<file path="src/rtl/fsfrc_pkg.sv">
package fsfrc_pkg;

    // ------------------------------------------------------------------
    // Register map
    // ------------------------------------------------------------------
    localparam logic [15:0] FSFRC_ADDR_RCHK  = 16'h1800;
    localparam logic [15:0] FSFRC_ADDR_FAULT = 16'h1900;
    localparam logic [15:0] FSFRC_ADDR_SWRST = 16'h1a00;

    // ------------------------------------------------------------------
    // Reset values
    // ------------------------------------------------------------------
    localparam logic [7:0] FSFRC_RCHK_RST  = 8'h00;
    localparam logic [7:0] FSFRC_FAULT_RST = 8'h00;
    localparam logic [7:0] FSFRC_SWRST_RST = 8'h00;

    // ------------------------------------------------------------------
    // Field positions
    // ------------------------------------------------------------------
    localparam int FSFRC_RCHK_EN_BIT   = 0;
    localparam int FSFRC_FLT_POR_BIT   = 0;
    localparam int FSFRC_FLT_MISM_BIT  = 1;
    localparam int FSFRC_FLT_FSAFE_BIT = 2;
    localparam int FSFRC_SW_DEV_BIT    = 0;
    localparam int FSFRC_SW_REG_BIT    = 1;

    // Implemented-bit masks; everything else is reserved and reads zero
    localparam logic [7:0] FSFRC_RCHK_MASK  = 8'h01;
    localparam logic [7:0] FSFRC_FAULT_MASK = 8'h07;
    localparam logic [7:0] FSFRC_SWRST_MASK = 8'h03;

    // ------------------------------------------------------------------
    // Timing
    // ------------------------------------------------------------------
    localparam int FSFRC_CLK_NS         = 25;
    localparam int FSFRC_RST_PULSE_NS   = 100;
    localparam int FSFRC_RST_PULSE_CYC  =
        (FSFRC_RST_PULSE_NS + FSFRC_CLK_NS - 1) / FSFRC_CLK_NS;

    // Soft reset sequencer states
    typedef enum logic [1:0] {
        FSFRC_IDLE,
        FSFRC_DEV_RST,
        FSFRC_REG_RST
    } fsfrc_rst_state_t;

endpackage : fsfrc_pkg

</file>
<file path="src/rtl/fsfrc_top.sv">
`timescale 1ns/1ps
// Functional notes
// - Check enable register at 0x1800, B0
// - Fault flag register at 0x1900, three flags
// - Flag B0 set after power-on recovery
// - Flag B1 set on redundant pair mismatch
// - Flag B2 set while in fail-safe
// - Flags stay set after cause goes
// - Reading fault register clears returned flags
// - Writing B0 at 0x1A00 resets device
// - Reset register self-clears on entering reset
// - Power-on release initialises registers, serial logic
// - Full defaults only on power cycle
// - Pair mismatch raises interrupt to controller
// - Reset pin becomes fail-safe pin when enabled
module fsfrc_top (
    input  wire logic        sys_clk,
    input  wire logic        rst,
    input  wire logic        reg_wr,
    input  wire logic        reg_rd,
    input  wire logic [15:0] reg_addr,
    input  wire logic [7:0]  reg_wdata,
    output logic      [7:0]  reg_rdata,
    input  wire logic [7:0]  fs_en_copy_a,
    input  wire logic [7:0]  fs_en_copy_b,
    input  wire logic [7:0]  fs_cfg_copy_a,
    input  wire logic [7:0]  fs_cfg_copy_b,
    input  wire logic        reset_pin_n,
    output logic             fault_irq,
    output logic             fail_safe_active,
    output logic             dev_reset_req,
    output logic             reg_reset_req,
    output logic             pin_reset_req
);
    import fsfrc_pkg::*;

    // ------------------------------------------------------------------
    // Helpers
    // ------------------------------------------------------------------
    function automatic logic hit(input logic [15:0] a,
                                 input logic [15:0] base);
        hit = (a == base);
    endfunction : hit

    // ------------------------------------------------------------------
    // Submodules
    // ------------------------------------------------------------------
    logic pin_lvl;
    logic mism_en;
    logic mism_cfg;
    logic chk_en;

    fsfrc_sync u_pin_sync (
        .sys_clk   (sys_clk),
        .rst       (rst),
        .pin_in    (reset_pin_n),
        .level_out (pin_lvl)
    );

    fsfrc_pair_cmp u_cmp_en (
        .sys_clk  (sys_clk),
        .rst      (rst),
        .chk_en   (chk_en),
        .copy_a   (fs_en_copy_a),
        .copy_b   (fs_en_copy_b),
        .mismatch (mism_en)
    );

    fsfrc_pair_cmp u_cmp_cfg (
        .sys_clk  (sys_clk),
        .rst      (rst),
        .chk_en   (chk_en),
        .copy_a   (fs_cfg_copy_a),
        .copy_b   (fs_cfg_copy_b),
        .mismatch (mism_cfg)
    );

    // ------------------------------------------------------------------
    // Register state
    // ------------------------------------------------------------------
    logic [7:0]       rchk_q,  rchk_d;
    logic [7:0]       fault_q, fault_d;
    logic [7:0]       swrst_q, swrst_d;
    logic [7:0]       rdata_q, rdata_d;
    logic             por_pend_q, por_pend_d;
    logic             fsafe_q, fsafe_d;
    fsfrc_rst_state_t st_q, st_d;
    logic [2:0]       cnt_q, cnt_d;
    logic             soft_clr;

    // Both fail-safe enable copies must agree before the pin is repurposed
    logic fs_enabled;
    assign fs_enabled = fs_en_copy_a[0] && fs_en_copy_b[0];

    // Device or register reset from the sequencer reloads the bank without POR
    assign soft_clr = (st_q == FSFRC_REG_RST) || (st_q == FSFRC_DEV_RST);
    assign chk_en   = rchk_q[FSFRC_RCHK_EN_BIT];

    // ------------------------------------------------------------------
    // Next-state: registers, flags, sequencer
    // ------------------------------------------------------------------
    always_comb begin
        logic [7:0] set_v;
        set_v      = 8'h00;
        rchk_d     = rchk_q;
        fault_d    = fault_q;
        swrst_d    = swrst_q;
        rdata_d    = rdata_q;
        por_pend_d = 1'b0;
        fsafe_d    = fsafe_q;
        st_d       = st_q;
        cnt_d      = cnt_q;

        // Pin low while fail-safe armed means fail-safe entry
        if (fs_enabled) begin
            fsafe_d = fsafe_q || !pin_lvl;
        end else begin
            fsafe_d = 1'b0;
        end

        // Event sources for the sticky flags
        set_v[FSFRC_FLT_POR_BIT]   = por_pend_q;
        set_v[FSFRC_FLT_MISM_BIT]  = mism_en || mism_cfg;
        set_v[FSFRC_FLT_FSAFE_BIT] = fsafe_q;

        // Read returns the flags; clear only those returned
        if (reg_rd) begin
            if (hit(reg_addr, FSFRC_ADDR_RCHK)) begin
                rdata_d = rchk_q & FSFRC_RCHK_MASK;
            end else if (hit(reg_addr, FSFRC_ADDR_FAULT)) begin
                rdata_d = fault_q & FSFRC_FAULT_MASK;
                fault_d = 8'h00;
            end else if (hit(reg_addr, FSFRC_ADDR_SWRST)) begin
                rdata_d = swrst_q & FSFRC_SWRST_MASK;
            end else begin
                rdata_d = 8'h00;
            end
        end
        // Set wins over a same-cycle read clear; flags hold otherwise
        fault_d = (fault_d | set_v) & FSFRC_FAULT_MASK;

        // Writes; reserved bits dropped
        if (reg_wr && hit(reg_addr, FSFRC_ADDR_RCHK)) begin
            rchk_d = reg_wdata & FSFRC_RCHK_MASK;
        end
        if (reg_wr && hit(reg_addr, FSFRC_ADDR_SWRST)) begin
            swrst_d = reg_wdata & FSFRC_SWRST_MASK;
        end

        // Sequencer: decode request, hold reset output, self-clear
        case (st_q)
            FSFRC_IDLE: begin
                if (swrst_q[FSFRC_SW_DEV_BIT]) begin
                    st_d    = FSFRC_DEV_RST;
                    cnt_d   = 3'(FSFRC_RST_PULSE_CYC - 1);
                    swrst_d = FSFRC_SWRST_RST;
                end else if (swrst_q[FSFRC_SW_REG_BIT]) begin
                    st_d    = FSFRC_REG_RST;
                    cnt_d   = 3'(FSFRC_RST_PULSE_CYC - 1);
                    swrst_d = FSFRC_SWRST_RST;
                end
            end
            FSFRC_DEV_RST, FSFRC_REG_RST: begin
                if (cnt_q == 3'h0) begin
                    st_d = FSFRC_IDLE;
                end else begin
                    cnt_d = cnt_q - 3'h1;
                end
            end
            default: begin
                st_d = FSFRC_IDLE;
            end
        endcase

        // Soft reset restores the bank; the POR flag is not raised
        if (soft_clr) begin
            rchk_d  = FSFRC_RCHK_RST;
            fault_d = FSFRC_FAULT_RST;
            swrst_d = FSFRC_SWRST_RST;
            fsafe_d = 1'b0;
        end
    end

    // ------------------------------------------------------------------
    // State registers; rst stands for power-on release
    // ------------------------------------------------------------------
    always_ff @(posedge sys_clk) begin
        if (rst) begin
            rchk_q     <= FSFRC_RCHK_RST;
            fault_q    <= FSFRC_FAULT_RST;
            swrst_q    <= FSFRC_SWRST_RST;
            rdata_q    <= 8'h00;
            por_pend_q <= 1'b1;
            fsafe_q    <= 1'b0;
            st_q       <= FSFRC_IDLE;
            cnt_q      <= 3'h0;
        end else begin
            rchk_q     <= rchk_d;
            fault_q    <= fault_d;
            swrst_q    <= swrst_d;
            rdata_q    <= rdata_d;
            por_pend_q <= por_pend_d;
            fsafe_q    <= fsafe_d;
            st_q       <= st_d;
            cnt_q      <= cnt_d;
        end
    end

    // ------------------------------------------------------------------
    // Outputs
    // ------------------------------------------------------------------
    // Any pending flag requests attention; the pin driver is elsewhere
    assign fault_irq        = |fault_q;
    assign reg_rdata        = rdata_q;
    assign fail_safe_active = fsafe_q;
    assign dev_reset_req    = (st_q == FSFRC_DEV_RST);
    assign reg_reset_req    = (st_q == FSFRC_REG_RST);
    // Pin acts as reset only while fail-safe is neither armed nor held;
    // the latched state outlives the enables by one cycle
    assign pin_reset_req    = !fs_enabled && !fsafe_q && !pin_lvl;
endmodule : fsfrc_top

</file>
<file path="src/rtl/fsfrc_sync.sv">
`timescale 1ns/1ps
// ----------------------------------------------------------------------
// Three-stage pin synchroniser, change accepted when stages 2 and 3 agree
// ----------------------------------------------------------------------
module fsfrc_sync (
    input  wire logic sys_clk,
    input  wire logic rst,
    input  wire logic pin_in,
    output logic      level_out
);
    import fsfrc_pkg::*;

    logic [2:0] stg_q;
    logic [2:0] stg_d;
    logic       lvl_q;
    logic       lvl_d;

    // Shift in; first stage is only read by the second
    always_comb begin
        stg_d = {stg_q[1:0], pin_in};
        lvl_d = (stg_q[1] == stg_q[2]) ? stg_q[2] : lvl_q;
    end

    // Reset idles the pin high (inactive low-level pin)
    always_ff @(posedge sys_clk) begin
        if (rst) begin
            stg_q <= 3'h7;
            lvl_q <= 1'b1;
        end else begin
            stg_q <= stg_d;
            lvl_q <= lvl_d;
        end
    end

    assign level_out = lvl_q;
endmodule : fsfrc_sync

</file>
<file path="src/rtl/fsfrc_pair_cmp.sv">
`timescale 1ns/1ps
// ----------------------------------------------------------------------
// Compares redundant register copies, gated by the check enable
// ----------------------------------------------------------------------
module fsfrc_pair_cmp (
    input  wire logic        sys_clk,
    input  wire logic        rst,
    input  wire logic        chk_en,
    input  wire logic [7:0]  copy_a,
    input  wire logic [7:0]  copy_b,
    output logic             mismatch
);
    import fsfrc_pkg::*;

    logic mism_q;
    logic mism_d;

    // Registered to keep the long compare path out of the flag logic
    always_comb begin
        mism_d = chk_en && (copy_a != copy_b);
    end

    always_ff @(posedge sys_clk) begin
        if (rst) begin
            mism_q <= 1'b0;
        end else begin
            mism_q <= mism_d;
        end
    end

    assign mismatch = mism_q;
endmodule : fsfrc_pair_cmp

</file>
<file path="config.mk">
export PLATFORM = sky130hd
export DESIGN_NAME = fsfrc_top
export DESIGN_NICKNAME = d
export VERILOG_FILES = /design/src/rtl/fsfrc_pkg.sv /design/src/rtl/fsfrc_top.sv /design/src/rtl/fsfrc_sync.sv /design/src/rtl/fsfrc_pair_cmp.sv
export SDC_FILE = /design/constraint.sdc
export NUM_CORES = 1
export LEC_CHECK = 0
export ABC_AREA = 1
export BUFFER_PORTS_ARGS = -buffer_cell sky130_fd_sc_hd__buf_2
export CORE_UTILIZATION = 35
export CTS_CLUSTER_DIAMETER = 50
export DETAILED_ROUTE_END_ITERATION = 12
export PLACE_DENSITY = 0.75
export SETUP_SLACK_MARGIN = 0.1
export SLEW_MARGIN = 10
export SYNTH_ARGS = -nofsm -noshare
export SYNTH_HDL_FRONTEND = slang
export SYNTH_SLANG_ARGS = --single-unit
export TNS_END_PERCENT = 30
</file>
<file path="constraint.sdc">
create_clock -name sys_clk -period 3.8 [get_ports sys_clk]
set_clock_uncertainty 0.15 [all_clocks]
set_input_delay 0.76 -clock sys_clk [delete_from_list [all_inputs] [get_ports sys_clk]]
set_output_delay 0.76 -clock sys_clk [all_outputs]
set_load 0.01 [all_outputs]
</file>
# Word level (Yosys, flattened, before mapping)

Cells that the tools add are included.

Output and inout bits: 13
Input port bits: 61
Register bits: 33

Bitwise gates (word level): 2
Mux-type cells: 19
Reduce and logical (&&, ||, !) cells: 22
Add/subtract/negate cells: 1
Equality and inequality tests: 11

Operators by type and width:

| cell                                              | number |
|---|---|
| == test 16 x 13 -> 1 bit (second input constant)  | 3 |
| 2-to-1 mux 8 bit                                  | 4 |
| 2-to-1 mux 3 bit                                  | 8 |
| inequality test 8 bit                             | 2 |
| 2-to-1 mux 2 bit                                  | 4 |
| OR reduction 8 bit                                | 1 |
| logical AND 1 bit                                 | 7 |
| one-hot mux 3 bit (2 select lines)                | 1 |
| inequality test 2 bit (second input constant)     | 2 |
| one-hot mux 2 bit (2 select lines)                | 1 |
| OR reduction 2 bit                                | 2 |
| zero test 1 bit                                   | 3 |
| zero test 3 bit                                   | 1 |
| logical OR 1 bit                                  | 3 |
| inequality test 3 bit (second input constant)     | 1 |
| OR 3 bit                                          | 1 |
| AND reduction 3 bit                               | 1 |
| OR reduction 3 bit                                | 1 |
| subtractor 3 x 1 -> 3 bit (second input constant) | 1 |
| == test 2 x 1 -> 1 bit (second input constant)    | 1 |
| == test 2 bit (second input constant)             | 1 |
| zero test 2 bit                                   | 1 |
| AND reduction 2 bit                               | 1 |
| nonzero test 2 bit                                | 1 |
| 3 further kinds                                   | 3 |

# Logic depth before layout (Yosys ltp)

Gate-level depths: netlist of the first run.

Word-level depth: 6
Depth in mapped cells: 9
Depth with buffers taken out: 9

# Modules after synthesis

Synthesis of the first run repeated with hierarchy kept, for this count alone.

Cell total of the unflattened synthesis: 246
Area total of the unflattened synthesis: 1427.6 um^2

Modules (own cells, without submodules):

| module         | cells each | area each (um^2) | sequential area each (um^2) | instances |
|---|---|---|---|---|
| fsfrc_top      | 135        | 905.9            | 320.3                       | 1 |
| fsfrc_pair_cmp | 48         | 196.4            | 20.0                        | 2 |
| fsfrc_sync     | 15         | 128.9            | 80.1                        | 1 |

# Worst setup path after synthesis of the first run

No wires, ideal clock.

Path type: input port to output port
Start point: input fs_en_copy_a[0]
End point: output pin_reset_req
Arrival: 1.212 ns
Slack: 1.678 ns
Stages on the path: 2
Data required time: 2.890 ns
Cell sequence: ha_1 -> nor3_1

Cells in the longest elaborated chain, start to end: 4

RTL lines:

| what                           | RTL line         | RTL |
|---|---|---|
| start: declaration             | fsfrc_top.sv:24  | `input wire logic [7:0] fs_en_copy_a,` |
| logical AND 1 bit              | fsfrc_top.sv:93  | `assign fs_enabled = fs_en_copy_a[0] && fs_en_copy_b[0];` |
| zero test 1 bit                | fsfrc_top.sv:220 | `assign pin_reset_req = !fs_enabled && !fsafe_q && !pin_lvl;` |
| logical AND 1 bit (2 in a row) | fsfrc_top.sv:220 |  |
| end: declaration               | fsfrc_top.sv:33  | `output logic pin_reset_req` |

Every way passes these cells.

# Worst setup path after layout of the first run

Ends and elaborated chain as after synthesis.

==> key figures, run 1 <==
Run
  • Max cap viols: 0

Timing
  • Fin. Hold Viols: 0
  • Final min period: between 2 and 2.5 ns
  • Final setup viols: 0
  • Total negative slack: 0 ns
  • RSZ-0062 raised after global routing: no
  • Final setup margin: roughly 1.6 ns
  • Final period util: 58.8%
  • Slew Viols, Final: 0
  • Max Fclk: roughly 450 MHz

Synthesis
  • Synth Register Bits: 22
  • Synth top area cells: dfxtp_1 34%, nor2_1 9.3%, nand2_1 8.7%
  • Synth top area share: ~34%
  • Synth area leader: dfxtp_1
  • Top-count cell post-synth: nor2_1
  • Gate Count Post-Synth: 184
  • Synth unique cells: 26
  • Seq/Total Area, Yosys: roughly a third
  • Commonest cells in the netlist: 32 x nor2_1, 30 x nand2_1, 26 x inv_1
  • Yosys warnings: 0
  • Mapped Area: about 1300 sq um
  • Ys async rst share: 0%
  • Commonest register cell after synthesis: dfxtp_1
  • Post-synth EDFFs: 0
  • Syn_area_per_cell: 7.00 sq um

Critical path
  • Setup crit end: pin_reset_req
  • Critical R2R Capture: cnt_q[2]
  • Worst EP required: 2.89 ns
  • R2R Setup Slk: ~2.1 ns
  • Cell count of the worst reg-to-reg path: 9
  • Crit Path Category: input port to output port
  • Critical Path Start Type: input port
  • Worst Setup SP: fs_en_copy_a[0]
  • Data arrival, critical path: between 1 and 1.5 ns
  • Worst Path Max Fanout: 2
  • Worst Setup End Kind: output port
  • R2R Path Start: st_q[0]

Power and ir drop
  • Design Power: between 0.5 and 0.6 mW
  • Maximum vdd drop: 168 uV
  • Power per cell area: approximately 300 nW/um^2
  • Leakage: between 0.8 and 0.9 nW

CTS
  • Cts repair resizes: 0
  • Clk buf depth: 2
  • CTS tree: done
  • Cts hold-fix bufs: 0
  • CTS H-tree depth: 1
  • Clock sink count: 22
  • Cts bufs inserted: 3
  • Clock latency at the later pin of the worst-skew pair: between 0.2 and 0.3 ns
  • Root Driver: clkbuf_8
  • Clk slew on worst S/H paths: ~0.080 ns
  • Post-CTS setup buffers: 0

Cells and area
  • Post-Layout Cell Count: between 200 and 300
  • Share of cells above drive strength 1: 29.8%
  • Final Util: 49.4%
  • Area added between synthesis and finish: 32.0%
  • Net count, final: ~320
  • Number of diodes: 0

GRT
  • Initial antenna violation count: 0
  • Largest net degree at the start of global routing: 14
  • Grt ovf: 0
  • Gr usage total: a little over an eighth
  • Vias in the first global route: ~1,200
  • First-pass GRT wire length: roughly 4.3 mm

Routing
  • DRC violations left: 0
  • Total Routed Length: between 2 and 3 mm
  • Vias: 1,309
  • Antenna Nets Post-Route: 0
  • Routed vias/inst: roughly 4.5
  • Mean routed wirelength per cell: between 8 and 9 microns
  • Drt first pass iters: 4
  • Initial DRC count: 15

Run status
  • Status: finished, final reports clean

Placed design
  • Placed insts: just under 300
  • Place WS: ~1.6 ns
  • Port buffer count: 62
  • GP Congestion: 0.726
  • Detail Placement HPWL: ~2.2 mm

Floorplanning
  • Ports: 74
  • Initial core utilization: 37.4%
  • # rows: 21
  • Die ar.: 3930 sq um
  • Die Span Y: around 63 microns
  • Die X: 62.7 microns
  • Core Area: between 3000 and 4000 sq um

Min path
  • Hold Crit Class: flip-flop to flip-flop
==> critical path, cell delays in order <==
cell and delay, ns:
buf_2 0.10, ha_1 0.20, nor3_1 0.12, buf_2 0.15
==> worst min path at each step <==
stage / start / endpoint / slack [ns] / cells past startpoint
after floorplan: u_pin_sync.stg_q[0] / u_pin_sync.stg_q[1] / 0.24 / 1
after global placement: u_pin_sync.stg_q[0] / u_pin_sync.stg_q[1] / 0.24 / 1
after detailed placement: u_pin_sync.stg_q[0] / u_pin_sync.stg_q[1] / 0.25 / 1
after CTS: u_pin_sync.stg_q[0] / u_pin_sync.stg_q[1] / 0.27 / 1
after global routing: u_pin_sync.stg_q[0] / u_pin_sync.stg_q[1] / 0.28 / 1
final: u_pin_sync.stg_q[0] / u_pin_sync.stg_q[1] / 0.27 / 1
==> kinds of logic after synthesis <==
group / after synthesis / synth area share [%]
AO/OA/AOI/OAI: 26 / 11.3
XOR/XNOR: 10 / 6.80
adder cells (fa/ha/maj): 6 / 5.83
buffers and inverters: 32 / 10.8
flip-flops: 22 / 34.2
other: 1 / 0.291
AND/OR/NAND/NOR: 87 / 30.9
==> metrics by stage <==
step           hold slack (ns)  area, sq um
4_1_cts                  0.267         1700
2_1_floorplan            0.239         1300
5_1_grt                  0.277         1700
3_5_place_dp             0.248         1630
6_report                 0.267         1700
3_3_place_gp             0.243         1630
==> flip-flops by register name (all words and copies together) (netlist names), 2 cells and up <==
name / cells
swrst_q: 2
fault_q: 3
u_pin_sync.stg_q: 3
reg_rdata: 3
cnt_q: 3
st_q: 2
==> cells in the final DEF (no fill, tap or decap), types with 2 or more instances in the layout <==
cell	synthesis	final
a21oi_1	13	13
buf_2	0	62
clkbuf_8	0	3
conb_1	1	5
dfxtp_1	22	22
ha_1	6	6
inv_1	26	26
nand2_1	30	30
nand3_1	12	12
nand4_1	3	3
nor2_1	32	32
nor2_4	2	2
o21ai_0	6	6
o21ai_1	2	2
or2_2	4	4
xor2_1	9	9
==> power breakdown <==
group / internal [mW] / total, mW / switching (mW)
clock network: 0.141 / 0.214 / 0.0731
logic: 0.0339 / 0.0658 / 0.0319
registers: 0.233 / 0.234 / 0.00116
total: 0.407 / 0.514 / 0.106
==> area by class of cell <==
cell class | count | area (sq um)
clock buffers | 3 | 41.3
clock inverters | 1 | 30.0
fillers | 358 | 1740
inverters | 26 | 97.6
multi-input cells | 134 | 724
flip-flops and latches | 22 | 440
well taps | 46 | 57.6
repair buffers | 62 | 310
==> per-layer routing <==
metal | vias up | GRT usage (%) | share of wire, %
li1 | 700 | - | -
met1 | 548 | 14.0 | 41
met2 | 57 | 26.4 | 50
met3 | 4 | 3.28 | 7.8
met4 | 0 | 5.23 | 1.1
met5 | - | 0 | 0
Power figures use the tool's default switching activity.
==> run 2, diff against run 1 <==
ABC_AREA = 0   (was 1)
clock period = 2.17 ns   (was 3.8 ns; I/O delays follow)
==> key figures, run 2 <==
Run status
  • Status: finished, final reports clean

Synthesis
  • Syn_area_per_cell: 9.00 sq um
  • Commonest register cell after synthesis: dfxtp_1
  • Synth unique cells: between 40 and 50
  • Yosys warnings: 0
  • Post-synth EDFFs: 0
  • Synth area leader: dfxtp_1
  • Top-count cell post-synth: dfxtp_1
  • Ys async rst share: 0%
  • Synth top area share: about a third
  • Commonest cells in the netlist: 22 x dfxtp_1, 15 x xor2_1, 12 x inv_1
  • Gate Count Post-Synth: approximately 140
  • Synth Register Bits: 22
  • Seq/Total Area, Yosys: approximately a third
  • Mapped Area: approximately 1300 sq um
  • Synth top area cells: dfxtp_1 34%, xor2_1 10%, ha_1 5.8%

Routing
  • Antenna Nets Post-Route: 0
  • Vias: between 1,000 and 1,500
  • Total Routed Length: between 2 and 3 mm
  • DRC violations left: 0
  • Mean routed wirelength per cell: 10.4 microns
  • Drt first pass iters: 4
  • Initial DRC count: 76
  • Routed vias/inst: 4.85

Power and ir drop
  • Leakage: 0.740 nW
  • P_int: between 0.6 and 0.7 mW
  • Power per cell area: approximately 480 nW/um^2
  • Clock power frac: 35.5%
  • Sw frac: roughly 22%
  • Design Power: between 0.8 and 0.9 mW
  • Psw: about 0.18 mW
  • Sequential power share: between 50% and 60%
  • Maximum vdd drop: approximately 240 uV
  • Comb power frac: around 14%

Critical path
  • Worst Path Max Fanout: 8
  • Critical Path Start Type: flip-flop
  • Slowest cell on the critical path: ha_1
  • Data arrival, critical path: 1.88 ns
  • CP Cell Sequence: inv_1 > ha_1 > nand2b_1 > o32a_1 > a21oi_1
  • Worst EP required: between 2 and 2.5 ns
  • Crit Path Category: flip-flop to flip-flop
  • Max incr delay on CP: between 0.4 and 0.5 ns
  • CP Buf/Inv Count: 1
  • Cell family with most CP delay: compound AO/OA/AOI/OAI gates
  • Worst Setup End Kind: flip-flop

GRT
  • Largest net degree at the start of global routing: 15
  • First-pass GRT wire length: 4.28 mm
  • Initial antenna violation count: 0
  • Grt ovf: 0
  • Vias in the first global route: roughly 1,100
  • Gr usage total: 13.8%

Floorplanning
  • Die ar.: ~4000 sq um
  • Ports: 74
  • Die X: 62.9 microns
  • Core Area: ~3400 sq um
  • # rows: 21
  • Initial core utilization: between 30% and 40%
  • Die Span Y: 62.9 microns

Cells and area
  • Area added between synthesis and finish: 29.1%
  • Number of diodes: 0
  • Share of cells above drive strength 1: 39.5%
  • FILL cells: 340
  • Final Util: between 40% and 50%
  • Most frequent cells in the layout: 62 x buf_2, 22 x dfxtp_1, 15 x xor2_1
  • Net count, final: 273
  • Commonest non-fill, non-tap cell in the layout: buf_2

CTS
  • Clk buf depth: 2
  • CTS H-tree depth: 1
  • Cts hold-fix bufs: 0
  • Clock sink count: 22
  • CTS tree: done
  • Root Driver: clkbuf_8
  • Clock latency at the later pin of the worst-skew pair: between 0.2 and 0.3 ns
  • Clk slew on worst S/H paths: around 0.070 ns
  • Cts bufs inserted: 3
  • Cts repair resizes: 0
  • Post-CTS setup buffers: 0

Timing
  • Total negative slack: 0 ns
  • Final min period: between 1.5 and 2 ns
  • Max Fclk: between 500 and 600 MHz
  • RSZ-0062 raised after global routing: no
  • Final period util: 84.6%
  • Hold Slack: 0.200 ns
  • Slew Viols, Final: 0
  • Final setup viols: 0
  • Fin. Hold Viols: 0

Placed design
  • GP Congestion: ~0.77
  • Detail Placement HPWL: 2.20 mm
  • Port buffer count: 62

Min path
  • Hold Crit Class: input port to flip-flop

Run
  • Max cap viols: 0
## run 2: changes by cell type after synthesis, sizes merged, moves of 2 or more
cell,before,now
a211oi,0,3
xor2,9,15
nand2,30,7
nor2b,0,2
a211o,0,2
nor4,0,6
buf,5,7
nand3,12,1
o21ai,9,7
and4,0,2
o2111ai,0,2
nor2,34,7
inv,26,12
## run 2: power groups by stage
| stage | clock [mW] | sequential, mW | combinational (mW) |
|---|---|---|---|
| after floorplan | 0 | 0.419 | 0.0520 |
| after global placement | 0 | 0.419 | 0.110 |
| after detailed placement | 0 | 0.419 | 0.112 |
| after CTS | 0.296 | 0.410 | 0.112 |
| after global routing | 0.315 | 0.410 | 0.123 |
| final | 0.286 | 0.410 | 0.110 |
## run 2: layout make-up
class                           instances  area (sq um)  area share (%)
Clock buffer                            4          55.1            3.29
Inverter                               12          45.0            2.69
Multi-Input combinational cell        105           764            45.7
Sequential cell                        22           440            26.3
Tap cell                               46          57.6            3.44
Timing Repair Buffer                   62           310            18.5
## run 2: final timing paths
path / startpoint / to / slack (ns) / cells after the start
worst max-delay path: st_q[0] / cnt_q[2] / 0.33 / 5
worst max register to register: st_q[0] / cnt_q[2] / 0.33 / 5
worst min-delay path: reset_pin_n / u_pin_sync.stg_q[0] / 0.20 / 2
worst min register to register: u_pin_sync.stg_q[0] / u_pin_sync.stg_q[1] / 0.26 / 1
## run 2: metal layers
layer	track usage [%]	vias to the layer above	share of wire [%]
met5	0	-	0
met4	6.10	0	1.8
met3	3.28	5	6.6
met2	26.5	45	51
met1	13.8	543	40
li1	-	625	-
## run 2: stage by stage
stage | cell area, sq um | setup slack, ns | std cells
finish | 1670 | 0.333 | 251
global route | 1670 | 0.215 | 251
CTS | 1670 | 0.341 | 251
detailed placement | 1620 | 0.361 | 247
global placement | 1620 | 0.386 | 247
floorplan | 1310 | 0.508 | 148
## run 2: logic make-up after synthesis
group | after synthesis | synth area share, %
and+or+nand+nor | 41 | 20.7
xor gates and xnor gates | 15 | 10.1
muxes | 1 | 0.869
AOI/OAI and AO/OA | 37 | 20.1
DFF | 22 | 34.0
adders and majority gates | 6 | 5.79
other | 1 | 0.289
buffers and inverters | 21 | 8.20
==> run 3, diff against run 2 <==
PLACE_DENSITY = 0.78   (was 0.75)
clock period = 1.49 ns   (was 2.17 ns; I/O delays follow)
==> key figures, run 3 (same netlist as run 2, synthesis figures left out) <==
Critical path
  • Worst EP required: about 1.5 ns
  • Data arrival, critical path: between 1.5 and 2 ns
  • R2R Setup Slk: -0.04 ns
  • Worst Setup End Kind: flip-flop
  • Worst Path Max Fanout: 4
  • Critical Path Start Type: flip-flop
  • Crit Path Category: flip-flop to flip-flop

GRT
  • Grt ovf: 0
  • Initial antenna violation count: 0
  • Vias in the first global route: ~1,100
  • Largest net degree at the start of global routing: 15
  • First-pass GRT wire length: 4.62 mm
  • Gr usage total: between 10% and 20%

CTS
  • Clk slew on worst S/H paths: 0.08 ns
  • Clock latency at the later pin of the worst-skew pair: about 0.26 ns
  • Cts bufs inserted: 3
  • CTS H-tree depth: 1
  • Clock sink count: 22
  • Cts hold-fix bufs: 0
  • CTS tree: done
  • Clk buf depth: 2
  • Root Driver: clkbuf_8

Cells and area
  • Most frequent cells in the layout: 62 x buf_2, 15 x xor2_1, 15 x dfxtp_1
  • Multi-input gate area: 877 sq um
  • FILL cells: around 320
  • Number of diodes: 0
  • Area added between synthesis and finish: 47.8%
  • Commonest non-fill, non-tap cell in the layout: buf_2
  • Share of cells above drive strength 1: between 50% and 60%
  • Net count, final: 285
  • Final Util: 55.7%
  • Sequential standard cell area: approximately 450 sq um
  • Fin area: roughly 1900 sq um
  • Post-Layout Cell Count: around 260

Timing
  • Final setup margin: -0.0438 ns
  • RSZ-0062 raised after global routing: yes
  • Final setup viols: 5
  • Final period util: 103%
  • Max Fclk: approximately 650 MHz
  • Hold Slack: roughly 0.066 ns
  • Slew Viols, Final: 0
  • Final min period: between 1.5 and 2 ns
  • Fin. Hold Viols: 0

Routing
  • Total Routed Length: about 3 mm
  • Mean routed wirelength per cell: ~11 microns
  • Initial DRC count: 40
  • Routed vias/inst: 4.84
  • Vias: 1,273
  • Drt first pass iters: 4
  • Antenna Nets Post-Route: 0
  • DRC violations left: 0

Placed design
  • Detail Placement HPWL: 2.31 mm
  • DP Area: 1740 sq um
  • GP Congestion: about 0.74
  • Port buffer count: a little over 60
  • Placed insts: ~260

Run
  • Max cap viols: 0

Power and ir drop
  • Leakage: approximately 0.86 nW
  • Maximum vdd drop: between 500 and 600 uV
  • Power per cell area: between 600 and 700 nW/um^2

Floorplanning
  • # rows: 21
  • Core Area: roughly 3400 sq um
  • Die Span Y: ~63 microns
  • Initial core utilization: 37.7%
  • Die ar.: about 4000 sq um
  • Ports: between 70 and 80
  • Die X: approximately 63 microns

Min path
  • Hold Crit Class: input port to flip-flop

Run status
  • Status: finished, violations left
  • Failing checks: negative setup slack
-- run 3: changes by cell type in the layout (fill, tap and decap cells not counted), moves of 2 or more --
cell / delta
buf_4: +11
a211oi_1: -2
inv_2: +5
nor3b_4: +2
ha_1: -4
inv_1: -5
dfxtp_1: -7
ha_4: +3
dfxtp_2: +6
a211oi_2: +2
-- run 3: what timing repair did --
item	4_1_cts	5_1_grt
buffers inserted	3	0
pin swaps	4	6
setup endpoints to repair	9	13
gates resized for setup	9	12
-- run 3: routing by layer --
layer | routed length, microns | global-route usage [%] | vias up
li1 | - | - | 653
met1 | 1130 | 15.3 | 568
met5 | 0 | 0 | -
met4 | 13 | 2.62 | 0
met3 | 186 | 4.20 | 2
met2 | 1670 | 28.1 | 50
-- run 3: layout make-up --
| class | instances | area share, % |
|---|---|---|
| multi-input cells | 105 | 45.8 |
| flip-flops and latches | 22 | 23.6 |
| repair buffers | 74 | 21.6 |
| well taps | 46 | 3.00 |
| inverters | 12 | 2.35 |
| clock buffers | 3 | 2.16 |
| clock inverters | 1 | 1.57 |
-- run 3: critical path, cell delays in order, from the launching register on --
cell and delay [ns]:
dfxtp_2 0.34, inv_2 0.05, ha_4 0.16, ha_4 0.17
nand2b_4 0.15, o32a_1 0.34, a21oi_1 0.11
-- run 3: stage by stage --
stage	setup WS (ns)	power [mW]	TNS [ns]
6_report	-0.0438	1.32	-0.111
2_1_floorplan	-0.0703	0.690	-0.137
4_1_cts	-0.0328	1.32	-0.0892
5_1_grt	-0.109	1.37	-0.518
3_3_place_gp	-0.129	0.773	-0.849
3_5_place_dp	-0.138	0.777	-1.17
-- run 3: final timing paths --
path                       startpoint             endpoint  depth (start not counted)
setup / recovery             cnt_q[0]             cnt_q[2]                          6
hold / removal            reset_pin_n  u_pin_sync.stg_q[0]                          2
setup reg to reg             cnt_q[0]             cnt_q[2]                          6
hold reg to reg   u_pin_sync.stg_q[0]  u_pin_sync.stg_q[1]                          1
-- run 3: power by group --
part | internal, mW | total [mW] | leakage, nW | switching, mW
clock network | 0.358 | 0.550 | 0.0357 | 0.191
registers | 0.592 | 0.595 | 0.182 | 0.00276
logic | 0.0912 | 0.171 | 0.646 | 0.0802
